===== config.mk =====
export PLATFORM = sky130hd
export DESIGN_NAME = ixd_exec
export DESIGN_NICKNAME = d
export VERILOG_FILES = /design/src/pkg/ixd_pkg.sv /design/src/hdl/ixd_exec.sv /design/src/hdl/ixd_alu.sv /design/src/hdl/ixd_stack.sv
export SDC_FILE = /design/constraint.sdc
export NUM_CORES = 1
export LEC_CHECK = 0
export ABC_AREA = 1
export ABC_CLOCK_PERIOD_IN_PS = 5600
export BUFFER_PORTS_ARGS = -buffer_cell sky130_fd_sc_hd__buf_4
export CAP_MARGIN = 20
export CORE_MARGIN = 1.5
export CORE_UTILIZATION = 55
export DETAILED_ROUTE_END_ITERATION = 10
export HOLD_SLACK_MARGIN = 0.15
export PLACE_DENSITY = 0.87
export SLEW_MARGIN = 20
export SYNTH_ARGS = -nofsm -noshare
export SYNTH_HDL_FRONTEND = slang
export SYNTH_SLANG_ARGS = --single-unit

===== constraint.sdc =====
create_clock -name mclk -period 5.6 [get_ports mclk]
set_input_delay 1.68 -clock mclk [delete_from_list [all_inputs] [get_ports mclk]]
set_output_delay 1.68 -clock mclk [all_outputs]
set_load 0.1 [all_outputs]

===== src/pkg/ixd_pkg.sv =====
// Purpose: shared constants and state type for the instruction execute block
// Assumes: 20 MHz mclk, APB register access with 32-bit data
// Notes: operation codes are local to this block, not the core's opcode map
package ixd_pkg;

    // apb address width
    localparam int IXD_ADDR_W = 8;

    // operation codes handed over by the decode path
    localparam logic [2:0] IXD_NO_OP = 3'h0;
    localparam logic [2:0] IXD_WATCHDOG_CLEAR_OP = 3'h1;
    localparam logic [2:0] IXD_CALL_VIA_WREG_OP = 3'h2;
    localparam logic [2:0] IXD_COMPLEMENT_FILE_OP = 3'h3;
    localparam logic [2:0] IXD_CLEAR_FILE_OP = 3'h4;
    localparam logic [2:0] IXD_DECREMENT_FILE_OP = 3'h5;
    localparam logic [2:0] IXD_CLEAR_WREG_OP = 3'h6;
    localparam logic [2:0] IXD_DECREMENT_SKIP_ZERO_OP = 3'h7;

    // register byte offsets
    localparam logic [7:0] IXD_WREG_OFS = 8'h00;
    localparam logic [7:0] IXD_STATUS_OFS = 8'h04;
    localparam logic [7:0] IXD_LATCH_OFS = 8'h08;
    localparam logic [7:0] IXD_PC_OFS = 8'h0C;
    localparam logic [7:0] IXD_STACK_OFS = 8'h10;

    // status register bit positions
    localparam int IXD_ZERO_BIT = 0;
    localparam int IXD_PD_BIT = 3;
    localparam int IXD_TO_BIT = 4;

    // stack register field position of the entry count
    localparam int IXD_STK_CNT_POS = 16;

    // reset values and arithmetic constants
    localparam logic [7:0] IXD_WREG_RST = 8'h00;
    localparam logic [6:0] IXD_LATCH_RST = 7'h00;
    localparam logic [14:0] IXD_PC_RST = 15'h0000;
    localparam logic IXD_FLAG_RST = 1'b1;
    localparam logic [7:0] IXD_CLEAR_VAL = 8'h00;
    localparam logic [7:0] IXD_DEC_STEP = 8'h01;
    localparam logic [14:0] IXD_PC_STEP = 15'h0001;

    // complete state of the execute block
    typedef struct packed {
        logic [7:0] wreg;
        logic zero;
        logic timeout_flag;
        logic powerdown_flag;
        logic [6:0] pc_upper_latch;
        logic [14:0] pc;
        logic op_ready;
        logic skip_pend;
        logic skip_next;
        logic wdt_clr;
        logic fwr_en;
        logic [6:0] fwr_addr;
        logic [7:0] fwr_data;
        logic pready;
        logic pslverr;
        logic [31:0] prdata;
    } ixd_state_t;

    // state after reset: ready, timeout and power-down flags set, everything else cleared
    localparam ixd_state_t IXD_ST_RST = '{
        wreg: IXD_WREG_RST,
        timeout_flag: IXD_FLAG_RST,
        powerdown_flag: IXD_FLAG_RST,
        pc_upper_latch: IXD_LATCH_RST,
        pc: IXD_PC_RST,
        op_ready: 1'b1,
        default: '0
    };

endpackage


===== src/hdl/ixd_exec.sv =====
// Purpose: execute unit for watchdog clear, call via W, complement,
//          clear, decrement and decrement-skip operations
// Assumes: decode path presents one operation with its operand value;
//          register file applies the bank to the 7-bit address
// Notes: W, status, latch, pc and stack state visible over APB
`timescale 1ns/1ps
`default_nettype none

// Functional notes
// - watchdog clear zeroes counter, sets both flags
// - watchdog clear also zeroes the prescaler
// - call via W pushes pc plus one
// - call target is latch bits and W
// - call takes two cycles, flags untouched
// - complement result routed by destination, sets zero
// - clear file writes zero, sets zero flag
// - decrement routed by destination, sets zero flag
// - clear W loads zero, sets zero flag
// - decrement-skip keeps flags, zero skips next
module ixd_exec
#(
    parameter int STACK_DEPTH = 16
)
(
    input wire logic mclk,
    input wire logic sys_rst,
    input wire logic [ixd_pkg::IXD_ADDR_W-1:0] paddr,
    input wire logic psel,
    input wire logic penable,
    input wire logic pwrite,
    input wire logic [31:0] pwdata,
    output logic [31:0] prdata,
    output logic pready,
    output logic pslverr,
    input wire logic op_valid,
    input wire logic [2:0] op_code,
    input wire logic op_dest,
    input wire logic [6:0] op_file,
    input wire logic [7:0] op_fdata,
    output logic op_ready,
    output logic file_wr_en,
    output logic [6:0] file_wr_addr,
    output logic [7:0] file_wr_data,
    output logic [14:0] pc_out,
    output logic skip_next,
    output logic wdt_count_clr,
    output logic wdt_presc_clr
);

    localparam int CW = $clog2(STACK_DEPTH) + 1;

    // whole block state and its next value
    ixd_pkg::ixd_state_t st_q;
    ixd_pkg::ixd_state_t st_d;

    // alu result and zero test for the current operation
    logic [7:0] alu_res;
    logic alu_zero;

    // stack side
    logic stk_push;
    logic [14:0] stk_top;
    logic [CW-1:0] stk_cnt;

    // operation taken this cycle
    logic accept;
    // apb write commits at the access edge
    logic apb_wr;

    // true for every mapped register offset
    function automatic logic ixd_hit(input logic [ixd_pkg::IXD_ADDR_W-1:0] a);
        ixd_hit = (a == ixd_pkg::IXD_WREG_OFS) || (a == ixd_pkg::IXD_STATUS_OFS)
            || (a == ixd_pkg::IXD_LATCH_OFS) || (a == ixd_pkg::IXD_PC_OFS)
            || (a == ixd_pkg::IXD_STACK_OFS);
    endfunction

    // read word for an offset; unmapped reads as zero
    function automatic logic [31:0] ixd_rd(
        input logic [ixd_pkg::IXD_ADDR_W-1:0] a,
        input ixd_pkg::ixd_state_t s,
        input logic [14:0] top,
        input logic [CW-1:0] cnt
    );
        ixd_rd = '0;
        case (a)
            ixd_pkg::IXD_WREG_OFS: ixd_rd[7:0] = s.wreg;
            ixd_pkg::IXD_STATUS_OFS:
            begin
                ixd_rd[ixd_pkg::IXD_ZERO_BIT] = s.zero;
                ixd_rd[ixd_pkg::IXD_PD_BIT] = s.powerdown_flag;
                ixd_rd[ixd_pkg::IXD_TO_BIT] = s.timeout_flag;
            end
            ixd_pkg::IXD_LATCH_OFS: ixd_rd[6:0] = s.pc_upper_latch;
            ixd_pkg::IXD_PC_OFS: ixd_rd[14:0] = s.pc;
            ixd_pkg::IXD_STACK_OFS:
            begin
                ixd_rd[14:0] = top;
                ixd_rd[ixd_pkg::IXD_STK_CNT_POS +: CW] = cnt;
            end
            default: ixd_rd = '0;
        endcase
    endfunction

    // result of complement, decrement and clear operations
    ixd_alu u_alu
    (
        .op_code(op_code),
        .operand(op_fdata),
        .result(alu_res),
        .zero_out(alu_zero)
    );

    // return stack, pushed in the cycle the call is taken
    ixd_stack #(.DEPTH(STACK_DEPTH), .WIDTH(15)) u_stack
    (
        .mclk(mclk),
        .sys_rst(sys_rst),
        .push(stk_push),
        .push_data(st_q.pc + ixd_pkg::IXD_PC_STEP),
        .top_q(stk_top),
        .count_q(stk_cnt)
    );

    // handshake and strobes
    assign accept = op_valid && st_q.op_ready;
    assign apb_wr = psel && penable && st_q.pready && pwrite;
    assign stk_push = accept && (op_code == ixd_pkg::IXD_CALL_VIA_WREG_OP);

    // next state: apb slave first, then the operation, so a
    // hardware flag update wins over a software write in one cycle
    always_comb
    begin
        st_d = st_q;
        // one-cycle pulses fall back every cycle
        st_d.pready = 1'b0;
        st_d.pslverr = 1'b0;
        st_d.skip_next = 1'b0;
        st_d.wdt_clr = 1'b0;
        st_d.fwr_en = 1'b0;

        // setup phase: answer ready in the following access cycle
        if (psel && !penable)
        begin
            st_d.pready = 1'b1;
            st_d.pslverr = !ixd_hit(paddr);
            st_d.prdata = pwrite ? '0 : ixd_rd(paddr, st_q, stk_top, stk_cnt);
        end

        // software writes; pc and stack are read only
        if (apb_wr)
        begin
            case (paddr)
                ixd_pkg::IXD_WREG_OFS: st_d.wreg = pwdata[7:0];
                ixd_pkg::IXD_STATUS_OFS:
                begin
                    st_d.zero = pwdata[ixd_pkg::IXD_ZERO_BIT];
                    st_d.powerdown_flag = pwdata[ixd_pkg::IXD_PD_BIT];
                    st_d.timeout_flag = pwdata[ixd_pkg::IXD_TO_BIT];
                end
                ixd_pkg::IXD_LATCH_OFS: st_d.pc_upper_latch = pwdata[6:0];
                default: ;
            endcase
        end

        // second cycle of a two-cycle operation: idle slot
        if (!st_q.op_ready)
        begin
            st_d.op_ready = 1'b1;
            st_d.skip_pend = 1'b0;
            // the discarded fetch still used one program slot
            if (st_q.skip_pend)
            begin
                st_d.pc = st_q.pc + ixd_pkg::IXD_PC_STEP;
            end
        end

        // operation taken
        if (accept)
        begin
            st_d.pc = st_q.pc + ixd_pkg::IXD_PC_STEP;
            // file address is always the seven-bit operand
            st_d.fwr_addr = op_file;
            st_d.fwr_data = alu_res;
            case (op_code)
                ixd_pkg::IXD_WATCHDOG_CLEAR_OP:
                begin
                    // counter and prescaler clear share one strobe
                    st_d.wdt_clr = 1'b1;
                    st_d.timeout_flag = 1'b1;
                    st_d.powerdown_flag = 1'b1;
                end
                ixd_pkg::IXD_CALL_VIA_WREG_OP:
                begin
                    // push happens in parallel through stk_push
                    st_d.pc = {st_q.pc_upper_latch, st_q.wreg};
                    st_d.op_ready = 1'b0;
                end
                ixd_pkg::IXD_COMPLEMENT_FILE_OP,
                ixd_pkg::IXD_DECREMENT_FILE_OP:
                begin
                    // destination bit picks file or W
                    if (op_dest)
                    begin
                        st_d.fwr_en = 1'b1;
                    end
                    else
                    begin
                        st_d.wreg = alu_res;
                    end
                    st_d.zero = alu_zero;
                end
                ixd_pkg::IXD_CLEAR_FILE_OP:
                begin
                    // no destination choice, always the file
                    st_d.fwr_en = 1'b1;
                    st_d.zero = 1'b1;
                end
                ixd_pkg::IXD_CLEAR_WREG_OP:
                begin
                    st_d.wreg = alu_res;
                    st_d.zero = 1'b1;
                end
                ixd_pkg::IXD_DECREMENT_SKIP_ZERO_OP:
                begin
                    // routed like decrement, zero flag left alone
                    if (op_dest)
                    begin
                        st_d.fwr_en = 1'b1;
                    end
                    else
                    begin
                        st_d.wreg = alu_res;
                    end
                    // zero result: flush the fetch, idle one cycle
                    if (alu_zero)
                    begin
                        st_d.skip_next = 1'b1;
                        st_d.skip_pend = 1'b1;
                        st_d.op_ready = 1'b0;
                    end
                end
                default: ;
            endcase
        end
    end

    // single state register, synchronous reset
    always_ff @(posedge mclk)
    begin
        if (sys_rst)
        begin
            st_q <= ixd_pkg::IXD_ST_RST;
        end
        else
        begin
            st_q <= st_d;
        end
    end

    // every output straight from the state register
    assign prdata = st_q.prdata;
    assign pready = st_q.pready;
    assign pslverr = st_q.pslverr;
    assign op_ready = st_q.op_ready;
    assign file_wr_en = st_q.fwr_en;
    assign file_wr_addr = st_q.fwr_addr;
    assign file_wr_data = st_q.fwr_data;
    assign pc_out = st_q.pc;
    assign skip_next = st_q.skip_next;
    // counter and prescaler clear are the same event
    assign wdt_count_clr = st_q.wdt_clr;
    assign wdt_presc_clr = st_q.wdt_clr;
endmodule
`default_nettype wire


===== src/hdl/ixd_alu.sv =====
// Purpose: result and zero test for the file register operations
// Assumes: purely combinational, same clock domain as its user
// Notes: unknown codes pass the operand through unchanged
`timescale 1ns/1ps
`default_nettype none
module ixd_alu
(
    input wire logic [2:0] op_code,
    input wire logic [7:0] operand,
    output logic [7:0] result,
    output logic zero_out
);

    // one result path shared by every file operation
    always_comb
    begin
        case (op_code)
            ixd_pkg::IXD_COMPLEMENT_FILE_OP: result = ~operand;
            ixd_pkg::IXD_DECREMENT_FILE_OP,
            ixd_pkg::IXD_DECREMENT_SKIP_ZERO_OP: result = operand - ixd_pkg::IXD_DEC_STEP;
            ixd_pkg::IXD_CLEAR_FILE_OP,
            ixd_pkg::IXD_CLEAR_WREG_OP: result = ixd_pkg::IXD_CLEAR_VAL;
            default: result = operand;
        endcase
        // zero test on the final result, used for flag and skip
        zero_out = (result == ixd_pkg::IXD_CLEAR_VAL);
    end

endmodule
`default_nettype wire


===== src/hdl/ixd_stack.sv =====
// Purpose: hardware return stack written by the call path
// Assumes: push and data come from logic on mclk
// Notes: wraps when full, oldest entry lost; count saturates
`timescale 1ns/1ps
`default_nettype none
module ixd_stack
#(
    parameter int DEPTH = 16,
    parameter int WIDTH = 15
)
(
    input wire logic mclk,
    input wire logic sys_rst,
    input wire logic push,
    input wire logic [WIDTH-1:0] push_data,
    output logic [WIDTH-1:0] top_q,
    output logic [$clog2(DEPTH):0] count_q
);

    localparam int PW = $clog2(DEPTH);

    // entry storage, no reset needed
    logic [WIDTH-1:0] mem [DEPTH];
    // next free slot
    logic [PW-1:0] wptr_q;

    // entries are written only, return is outside this block
    always_ff @(posedge mclk)
    begin
        if (push)
        begin
            mem[wptr_q] <= push_data;
        end
    end

    // pointer, count and a registered copy of the top entry
    always_ff @(posedge mclk)
    begin
        if (sys_rst)
        begin
            wptr_q <= '0;
            count_q <= '0;
            top_q <= '0;
        end
        else if (push)
        begin
            wptr_q <= wptr_q + 1'b1;
            top_q <= push_data;
            if (count_q != (PW+1)'(DEPTH))
            begin
                count_q <= count_q + 1'b1;
            end
        end
    end

endmodule
`default_nettype wire


# Word-level counts from Yosys, hierarchy flattened
# Cells that the tools add are included.
[word_totals]
register_bits = 107
input_bits = 65
out_inout_bits = 69
[classes]
addsub = 3
eq_ne = 13
n_mux = 29
bitwise = 4
n_reduce_logical = 25
[ops]
columns = ["operator", "count"]
rows = [
  ["two-way mux 35 bit", 1],
  ["two-way mux 34 bit", 1],
  ["two-way mux 15 bit", 2],
  ["one-hot mux 8 bit (3 select lines)", 1],
  ["two-way mux 21 bit", 1],
  ["two-way mux 18 bit", 1],
  ["two-way mux 17 bit", 1],
  ["== test 8 x 4 -> 1 bit (second input constant)", 2],
  ["zero test 8 bit", 2],
  ["two-way mux 8 bit", 2],
  ["one-hot mux 2 bit (4 select lines)", 2],
  ["one-hot mux 8 bit (2 select lines)", 1],
  ["adder 15 x 1 -> 15 bit (second input constant)", 1],
  ["one-hot mux 7 bit (2 select lines)", 1],
  ["== test 3 bit (second input constant)", 4],
  ["two-way mux 11 bit", 1],
  ["one-hot mux 2 bit (5 select lines)", 1],
  ["OR reduction 2 bit", 5],
  ["== test 8 x 3 -> 1 bit (second input constant)", 1],
  ["== test 8 x 5 -> 1 bit (second input constant)", 1],
  ["NOT 8 bit", 1],
  ["subtractor 8 x 1 -> 8 bit (second input constant)", 1],
  ["two-way mux 7 bit", 1],
  ["== test 3 x 2 -> 1 bit (second input constant)", 2],
  ["18 further kinds", 37],
]

# Depth between registers and ports, before layout
# Gate-level depths: netlist (run 1).
[depth]
depth_word = 7
mapped_depth = 13
ltp_nobuf = 13

# By module
# From an unflattened synthesis (run 1), not the netlist that was laid out.
[unflattened]
cells_unflattened = 823
hier_area_um2 = 5596.6
[modules_own_cells]
columns = ["mod", "n_inst", "cells_each", "area_per_inst_um2", "seq_area_each_um2"]
rows = [
  ["ixd_exec", 1, 626, 4421.7, 1501.4],
  ["ixd_stack", 1, 108, 787.0, 400.4],
  ["ixd_alu", 1, 89, 387.9, 0.0],
]

# Least setup slack after synthesis (run 1)
# OpenSTA, ideal clock, no wires.
[synth_timing]
path_kind = "register to output"
start = "reg st_q, in the netlist wdt_count_clr"
end = "out wdt_presc_clr"
arrival_ns = 1.356
required_time_ns = 3.920
setup_slack_ns = 2.564
stages_incl_launch_ff = 2
n_path_buf = 1
path_cell_list = "dfxtp_1 -> buf_4"
[synth_rtl]
columns = ["item", "line_no", "text"]
rows = [
  ["start: declaration", "ixd_exec.sv:53", "ixd_pkg::ixd_state_t st_q;"],
  ["start signal: assignment", "ixd_exec.sv:252", "st_q <= ixd_pkg::IXD_ST_RST;"],
  ["start signal: assignment", "ixd_exec.sv:256", "st_q <= st_d;"],
  ["end: declaration", "ixd_exec.sv:47", "output logic wdt_presc_clr"],
]
# No word-level cell between the ends.

# Final worst setup path (run 1)
[layout_timing]
start = "in op_code[0]"
end = "reg u_stack.count_q[4]"
[layout_via]
elab_chain_cells = 3
[layout_rtl]
columns = ["item", "line_no", "text"]
rows = [
  ["start: declaration", "ixd_exec.sv:36", "input wire logic [2:0] op_code,"],
  ["== test 3 x 2 -> 1 bit", "ixd_exec.sv:127", "assign stk_push = accept && (op_code == ixd_pkg::IXD_CALL_VIA_WREG_OP);"],
  ["logical AND 1 bit", "ixd_exec.sv:127", ""],
  ["AND reduction 2 bit (no line)", "--", ""],
  ["end signal: assignment", "ixd_stack.sv:51", "count_q <= count_q + 1'b1;"],
  ["end: declaration", "ixd_stack.sv:17", "output logic [$clog2(DEPTH):0] count_q"],
]
# No other way between the ends.
# A chain may end at the register's enable or synchronous reset.

==> flow_summary.json, run 1 <==
{
  "status": "finished clean",
  "fmax_mhz": 304,
  "cts.clk_slew.worst_paths_ps": 90,
  "drv_cap": 0,
  "end_kind": "register",
  "ir_drop_mv": 0.214,
  "crit_required_ps": 5910,
  "crit_arrival_ps": 3600,
  "grt_usage": 0.254,
  "globalplace.congestion": 0.962,
  "r2r_cells": 8,
  "layout.nets": 869,
  "htree_num_levels": 3,
  "swShare": 0.341,
  "cts_made_buffers": 9,
  "setup_viol": 0,
  "cp_slowest_cell": "nor2_4",
  "synth.area.top_cells": "dfxtp_1, nand2_1, buf_4, o21ai_0, a21oi_1",
  "cts-root-buf": "clkbuf_8",
  "initial_utilization": 0.567,
  "netlist_area_um2": 5210,
  "drt_wl_total_um": 12600,
  "hold_violations": 0,
  "critical_path_class": "in2reg",
  "avgViaCountPerCell": 5.38,
  "maxSlewHeadroom": 0.368,
  "holdWs_ps": 471,
  "synthCells": 768,
  "p_leak_nw": 2.62,
  "n_antenna_cell": 0,
  "yosysSeqAreaShare": 0.365,
  "crit_family": "simple AND/OR/NAND/NOR gates",
  "fin_crit_ps": 3290,
  "path_cells": "buf_4 > nor3_2 > inv_2 > nor2_4 > nand2_2 > nor2_4 > nand2_1 > o21bai_1 > and3_1",
  "io_pins": 134,
  "drcViolationCount": 0,
  "max_stage_delay_ps": 570,
  "n_fill_cell": 848,
  "die_area_um2": 10100,
  "skew_ps": 9.85,
  "clock_path_buffers": 2,
  "setup_tns_ps": 0,
  "grt_pass1_wl_um": 20200,
  "drtPass1Iterations": 5,
  "cts_sinks": 95,
  "postCtsHoldBufs": 0,
  "cp.depth": 9,
  "p_clk_frac": 0.329,
  "drive_gt1_frac": 0.178,
  "overflow": 0,
  "p_int_mw": 1.03,
  "fp.dieW_um": 100,
  "cts_tree": "done",
  "yosysMostFrequentCell": "nand2_1",
  "wl_per_cell_um": 13.7,
  "synth_edf_count": 0,
  "worst-slew-pin-transition_ps": 947,
  "synth_top_flop_cell": "dfxtp_1",
  "core_area_um2": 9200,
  "fp.dieH_um": 100,
  "drv_slew": 0,
  "detail_route.iter0.violations": 329,
  "min_path_cells": 2,
  "rows": 35,
  "path_max_fanout": 33,
  "synth-seq-cells": 95,
  "ys_top_cells_by_count": "nand2_1, dfxtp_1, o21ai_0",
  "vias": 4929,
  "synth_warnings": 0,
  "clock_latency_ps": 370,
  "antenna_found_initial": 0,
  "rsz0062_at_grt": "false",
  "cp-start-kind": "primary input",
  "synth_top_area_share": 0.365,
  "crit_path_frequent_cell": "nor2_4",
  "pwr-share-seq": 0.459,
  "grt_pass1_vias": 4313,
  "syn_to_final_growth_pct": 10.9,
  "path_buf_inv": 2,
  "post-route-util": 0.629,
  "netlist.top_cell.by_area": "dfxtp_1",
  "dp_hpwl_um": 9170,
  "synth_cell_type_count": 36,
  "p_switching_mw": 0.536,
  "fin_crit_sh": 0.588,
  "syn_area_per_cell_um2": 6.79,
  "power.share.combinational": 0.213,
  "ctsResizeCount": 0,
  "port_buffers": 97,
  "power_density_nw_per_um2": 271,
  "synthArstFlopShare": 0,
  "grt_max_degree": 42,
  "ant_nets": 0,
  "hold_class": "reg2reg",
  "post_cts_buffers": 0
}
==> worst register-to-register path, cell delays in order (launching register included) <==
cell      delay [ps]
dfxtp_1          430
nand2_1           80
buf_4            190
nor2_4           590
nand2_2          250
nor2_4           160
nand2_1           80
o21bai_1         150
and3_1           160
==> path summary, 6_finish.rpt <==
path / start / to / slack [ps]
worst max-delay path: op_code[0] / u_stack.count_q[4] / 2310
worst min-delay path: prdata[7] / prdata[7] / 470
worst max register to register: op_ready / u_stack.count_q[4] / 3460
worst min register to register: prdata[7] / prdata[7] / 470
==> power by group through the flow <==
| stage | clock (mW) | sequential (mW) | combinational (mW) |
|---|---|---|---|
| finish | 0.516 | 0.720 | 0.334 |
| global route | 0.546 | 0.723 | 0.356 |
| CTS | 0.522 | 0.719 | 0.333 |
| detailed placement | 0 | 0.734 | 0.332 |
| global placement | 0 | 0.734 | 0.329 |
| floorplan | 0 | 0.737 | 0.278 |
==> area by class of cell <==
type	count	area (µm²)	share of cell area
Multi-Input combinational cell	503	2420	0.419
Sequential cell	95	1900	0.329
Tap cell	111	139	0.0240
Clock inverter	7	103	0.0177
Inverter	91	342	0.0591
Clock buffer	9	124	0.0214
Timing Repair Buffer	100	751	0.130
==> cell families (layout without fill, tap and decap cells) <==
| family | after synthesis | after routing | share of synthesized area |
|---|---|---|---|
| simple gates | 294 | 294 | 0.243 |
| other cells | 1 | 12 | 0.000719 |
| flops | 95 | 95 | 0.365 |
| xor+xnor | 10 | 10 | 0.0168 |
| fa+ha+maj | 4 | 4 | 0.00960 |
| compound gates | 183 | 183 | 0.187 |
| buf+inv | 181 | 207 | 0.179 |
==> placed cells by master, fill, tap and decap left out, drive strengths merged <==
cell	count
a211oi	2
a21oi	64
a221oi	1
a31oi	8
and3	2
buf	100
bufinv	2
clkbuf	9
clkinv	1
conb	12
dfxtp	95
ha	4
inv	95
nand2	156
nand3	43
nand4	8
nor2	73
nor3	10
nor3b	1
o211ai	6
o21ai	94
o21ba	1
o21bai	2
o22ai	4
o2bb2ai	1
or2	1
xnor2	1
xor2	9
==> sequential cells by signal (all words and copies together), names as in the netlist <==
name / flops
u_stack.count_q: 5
pready: 1
pslverr: 1
file_wr_addr: 7
pc_out: 15
prdata: 20
op_ready: 1
st_q: 19
wdt_count_clr: 1
file_wr_data: 8
skip_next: 1
u_stack.top_q: 15
file_wr_en: 1
==> per-stage QoR <==
step	area [µm²]	power, mW	setup WS, ps	cells
finish	5780	1.57	2310	916
global route	5780	1.62	2120	916
CTS	5780	1.57	2340	916
detailed placement	5550	1.07	1940	900
global placement	5550	1.06	2060	900
floorplan	5250	1.01	2560	779
==> metal layers <==
layer / vias to the layer above / track usage / part of all wire / routed length [µm]
li1: 2477 / - / - / -
met4: 0 / 0.112 / 0.035 / 441
met1: 2214 / 0.323 / 0.43 / 5430
met2: 199 / 0.408 / 0.46 / 5750
met3: 39 / 0.0620 / 0.075 / 942
met5: - / 0 / 0 / 0
Power figures use the tool's default switching activity.
==> run 2, diff against run 1 <==
ABC_AREA = 0   (was 1)
ABC_CLOCK_PERIOD_IN_PS = 3400   (was 5600)
CORE_UTILIZATION = 53   (was 55)
PLACE_DENSITY = 0.85   (was 0.87)
clock period = 3.4 ns   (was 5.6 ns; I/O delays follow)
==> flow_summary.json, run 2 <==
{
  "hold_class": "reg2reg",
  "layout.nets": 732,
  "htree_num_levels": 3,
  "yosysMostFrequentCell": "dfxtp_1",
  "syn_to_final_growth_pct": 11.5,
  "min_path_cells": 2,
  "final_area_um2": 5700,
  "cts-root-buf": "clkbuf_8",
  "r2r_cells": 6,
  "clock_path_buffers": 2,
  "fin_cells": 797,
  "rows": 35,
  "synth_cell_type_count": 56,
  "ctsResizeCount": 0,
  "io_pins": 134,
  "grt_pass1_vias": 4221,
  "setup_viol": 0,
  "synthArstFlopShare": 0,
  "end_kind": "register",
  "synth_warnings": 0,
  "register_area_um2": 1900,
  "p_leak_nw": 2.24,
  "vias": 4548,
  "drive_gt1_frac": 0.205,
  "cts_tree": "done",
  "worstReg2RegEnd": "u_stack.count_q[2]",
  "multi_input_area_um2": 2590,
  "grt_usage": 0.254,
  "drv_cap": 0,
  "cp-start-kind": "primary input",
  "fin_crit_ps": 2560,
  "timing.rr.start": "op_ready",
  "synth_top_area_share": 0.372,
  "fmax_mhz": 390,
  "cts_sinks": 95,
  "n_fill_cell": 871,
  "power_density_nw_per_um2": 425,
  "yosysSeqAreaShare": 0.372,
  "synth_top_flop_cell": "dfxtp_1",
  "critical_path_class": "in2reg",
  "ir_drop_mv": 0.257,
  "final_cell_mix": "buf_4, dfxtp_1, nand2_1, nor2_1, a21oi_1",
  "fp.dieH_um": 101,
  "hold_violations": 0,
  "drv_slew": 0,
  "rsz0062_at_grt": "false",
  "core_area_um2": 9280,
  "detail_route.iter0.violations": 358,
  "maxSlewHeadroom": 0.573,
  "worst-slew-pin-transition_ps": 638,
  "cts.clk_slew.worst_paths_ps": 90,
  "grt_pass1_wl_um": 20700,
  "globalplace.congestion": 0.867,
  "overflow": 0,
  "post_cts_buffers": 0,
  "holdPathEnd": "prdata[7]",
  "antenna_found_initial": 0,
  "setup_tns_ps": 0,
  "crit_family": "simple AND/OR/NAND/NOR gates",
  "skew_ps": 12.1,
  "synthCells": 633,
  "synth_edf_count": 0,
  "synth.area.top_cells": "dfxtp_1, buf_4, nand2_1, nor2_1, a21oi_1",
  "netlist.top_cell.by_area": "dfxtp_1",
  "status": "finished clean",
  "drcViolationCount": 0,
  "largest_register_ffs": 20,
  "cts_made_buffers": 9,
  "dp.cells": 781,
  "max_stage_delay_ps": 320,
  "port_buffers": 97,
  "netlist_area_um2": 5110,
  "postCtsHoldBufs": 0,
  "synth-seq-cells": 95,
  "r2r_setup_slack_ps": 1140,
  "cp_slowest_cell": "nor4_1",
  "drtPass1Iterations": 5,
  "ys_top_cells_by_count": "dfxtp_1, nand2_1, nor2_1",
  "finalPower_mw": 2.42,
  "initial_utilization": 0.551,
  "final_common_cell": "buf_4",
  "crit_arrival_ps": 2820,
  "wl_per_cell_um": 16.0,
  "dp_hpwl_um": 9250,
  "die_area_um2": 10200,
  "drt_wl_total_um": 12800,
  "syn_area_per_cell_um2": 8.08,
  "fin_crit_sh": 0.754,
  "path_buf_inv": 2,
  "hold_start": "prdata[7]",
  "fp.dieW_um": 101,
  "postPlaceCellArea_um2": 5500,
  "path_cells": "buf_4 > inv_1 > ha_1 > nor3b_1 > xnor2_1 > o22ai_1 > nor4_1 > nand4_1 > o22a_1",
  "grt_max_degree": 51,
  "n_antenna_cell": 0,
  "path_max_fanout": 7,
  "crit_required_ps": 3660,
  "ant_nets": 0,
  "avgViaCountPerCell": 5.71,
  "clock_latency_ps": 360
}
## run 2: cell types whose count changed after synthesis, moves of 8 or more
cell,before,now
inv_1,79,8
a221oi_1,1,13
a21oi_1,63,47
nor3_1,7,17
inv_2,12,0
a211oi_1,2,19
a22oi_1,0,16
nand3_1,43,12
xnor2_1,1,13
clkbuf_1,17,25
mux2i_1,0,19
nand2_1,152,79
o21ai_0,91,25
## run 2: worst max-delay path by stage
stage	slack (ps)	from	endpoint	cells past startpoint
CTS	860	op_fdata[0]	op_ready	9
floorplan	720	paddr[0]	st_q[85]	6
finish	840	op_fdata[0]	op_ready	9
global route	740	op_fdata[0]	op_ready	9
detailed placement	460	op_fdata[0]	op_ready	9
global placement	570	paddr[0]	st_q[75]	7
## run 2: per-layer routing
metal  track usage  part of all wire
met1         0.318              0.41
met2         0.415              0.49
met3        0.0594             0.078
met4         0.119             0.023
met5             0                 0
## run 2: logic make-up after synthesis
| kind of cell | after synthesis | synth area share |
|---|---|---|
| AND/OR/NAND/NOR | 235 | 0.222 |
| AO/OA/AOI/OAI | 147 | 0.184 |
| buffers and inverters | 107 | 0.130 |
| flip-flops | 95 | 0.372 |
| XOR/XNOR | 24 | 0.0411 |
| multiplexers | 20 | 0.0401 |
| adder cells (fa/ha/maj) | 4 | 0.00979 |
| other | 1 | 0.000733 |
## run 2: final cells by class
cell class / count / area share
Clock buffer: 10 / 0.0241
Clock inverter: 6 / 0.0118
Inverter: 9 / 0.00592
Multi-Input combinational cell: 442 / 0.455
Sequential cell: 95 / 0.333
Tap cell: 129 / 0.0283
Timing Repair Buffer: 106 / 0.142
## run 2: stage by stage
stage / hold slack [ps] / setup WS, ps / utilization
after floorplan: 426 / 720 / -
after global placement: 439 / 568 / 0.592
after detailed placement: 446 / 464 / 0.592
after CTS: 459 / 860 / 0.614
after global routing: 485 / 737 / 0.614
final: 457 / 837 / 0.614
## run 2: where the power goes
part | switching, mW | internal (mW) | leakage (nW) | total [mW]
Clock | 0.412 | 0.363 | 0.0989 | 0.775
Sequential | 0.0309 | 1.14 | 0.772 | 1.18
Combinational | 0.348 | 0.123 | 1.37 | 0.471
Total | 0.791 | 1.63 | 2.24 | 2.42
## run 2: worst register-to-register path, stage by stage (launching register included)
cell,delay [ps]
dfxtp_1,500
nand2_2,300
or3_1,600
a31oi_1,390
nand2_1,150
xor2_1,160
nor2_1,50
==> run 3, diff against run 2 <==
ABC_AREA = 1   (was 0)
ABC_CLOCK_PERIOD_IN_PS = 2100   (was 3400)
CORE_UTILIZATION = 48   (was 53)
PLACE_DENSITY = 0.81   (was 0.85)
clock period = 2.1 ns   (was 3.4 ns; I/O delays follow)
==> flow_summary.json, run 3 (synthesis gave the netlist of run 1 again) <==
{
  "status": "finished clean",
  "path_cells": "buf_4",
  "power_density_nw_per_um2": 686,
  "fmax_mhz": 542,
  "crit_required_ps": 1470,
  "htree_num_levels": 3,
  "fp.dieH_um": 107,
  "cts_made_buffers": 9,
  "final_common_cell": "nand2_1",
  "core_area_um2": 10400,
  "largest_register_ffs": 20,
  "hold_class": "reg2reg",
  "rsz0062_at_grt": "false",
  "detail_route.iter0.violations": 369,
  "globalplace.congestion": 0.908,
  "drtPass1Iterations": 5,
  "max_stage_delay_ps": 490,
  "port_buffers": 97,
  "timing.rr.start": "pc_out[5]",
  "path_max_fanout": 7,
  "layout.nets": 898,
  "critPathCapture": "pc_out[5]",
  "wl_per_cell_um": 13.7,
  "grt_max_degree": 27,
  "drt_wl_total_um": 13300,
  "n_fill_cell": 1004,
  "cts-root-buf": "clkbuf_8",
  "final_cell_mix": "nand2_1, buf_4, dfxtp_1, o21ai_0, inv_1",
  "cp-start-kind": "register",
  "die_area_um2": 11500,
  "drv_slew": 0,
  "antenna_found_initial": 0,
  "cp.depth": 1,
  "crit_arrival_ps": 1210,
  "avgViaCountPerCell": 5.20,
  "cts_tree": "done",
  "vias": 5045,
  "path_buf_inv": 1,
  "cp_slowest_cell": "dfxtp_1",
  "overflow": 0,
  "r2r_cells": 7,
  "post-route-util": 0.577,
  "worstReg2RegEnd": "pc_out[9]",
  "fp.dieW_um": 107,
  "p_leak_nw": 2.74,
  "postPlaceCellArea_um2": 5800,
  "crit_family": "flip-flops",
  "cts_sinks": 95,
  "skew_ps": 12.2,
  "ant_nets": 0,
  "n_antenna_cell": 0,
  "hold_violations": 0,
  "cts.clk_slew.worst_paths_ps": 100,
  "final_area_um2": 6010,
  "clock_latency_ps": 380,
  "initial_utilization": 0.500,
  "grt_usage": 0.239,
  "critical_path_class": "reg2out",
  "fin_crit_sh": 0.878,
  "crit_start": "pc_out[5]",
  "setup_viol": 0,
  "ir_drop_mv": 0.386,
  "rows": 37,
  "dp_hpwl_um": 10000,
  "syn_to_final_growth_pct": 15.3,
  "io_pins": 134,
  "clock_path_buffers": 2,
  "drcViolationCount": 0,
  "fin_crit_ps": 1840,
  "grt_pass1_vias": 4632,
  "drv_cap": 0,
  "end_kind": "primary output",
  "drive_gt1_frac": 0.209,
  "r2r_setup_slack_ps": 410,
  "grt_pass1_wl_um": 21800
}
run 3: cell types whose count changed in the layout (fill, tap and decap cells not counted), sizes merged, moves of 8 or more:
cell and delta:
a211oi -17, buf +23, a221oi -12, xnor2 -12, a21oi +17, a22oi -16
nor4 -8, mux2i -19, o21ai +69, inv +86, nand3 +30, nand2 +75
run 3: repair_timing:
action,4_1_cts,5_1_grt
hold buffers,0,0
endpoints found under the setup margin,0,1
setup buffers,0,0
resized for setup,0,1
run 3: cell type report:
class                   instances  area (µm²)  share of cell area
clock inverters                 7        77.6              0.0129
repair buffers                129         968               0.161
clock buffers                   9         124              0.0206
well taps                     136         170              0.0283
flip-flops and latches         95        1900               0.317
inverters                      91         342              0.0568
multi-input cells             503        2430               0.404
run 3: how the worst min path moves through the flow:
stage,startpoint,end,slack [ps],cells past startpoint
4_1_cts,prdata[8],prdata[8],470,2
2_1_floorplan,st_q[77],st_q[77],430,2
6_report,prdata[8],prdata[8],470,2
5_1_grt,prdata[0],prdata[0],500,2
3_3_place_gp,st_q[77],st_q[77],440,2
3_5_place_dp,st_q[77],st_q[77],460,2
run 3: power breakdown:
part | total (mW) | leakage, nW | switching, mW | internal (mW)
Combinational | 0.930 | 1.87 | 0.700 | 0.230
Clock | 1.27 | 0.101 | 0.709 | 0.566
Sequential | 1.92 | 0.774 | 0.0565 | 1.86
Total | 4.13 | 2.74 | 1.47 | 2.66
run 3: layer usage:
metal,GRT usage,part of all wire,vias up
met5,0,0,-
li1,-,-,2540
met4,0.0819,0.021,0
met3,0.0541,0.078,21
met1,0.298,0.42,2286
met2,0.403,0.48,198
run 3: through the flow:
| stage | instances | worst slack, ps | power (mW) | hold WS [ps] | setup TNS [ps] |
|---|---|---|---|---|---|
| after floorplan | 779 | 96.9 | 2.71 | 429 | 0 |
| after global placement | 954 | -80.6 | 2.88 | 444 | -80.6 |
| after detailed placement | 954 | -107 | 2.88 | 457 | -133 |
| after CTS | 970 | 262 | 4.14 | 473 | 0 |
| after global routing | 970 | 10.6 | 4.28 | 495 | 0 |
| final | 970 | 256 | 4.13 | 469 | 0 |
run 3: worst reg2reg max path: stages, from the launching register on:
cell and delay (ps):
dfxtp_1 490, nand2_1 140, nor3_1 240, nand2_1 130, nor3_1 240, xor2_1 220
a21oi_1 90, nor2_1 80
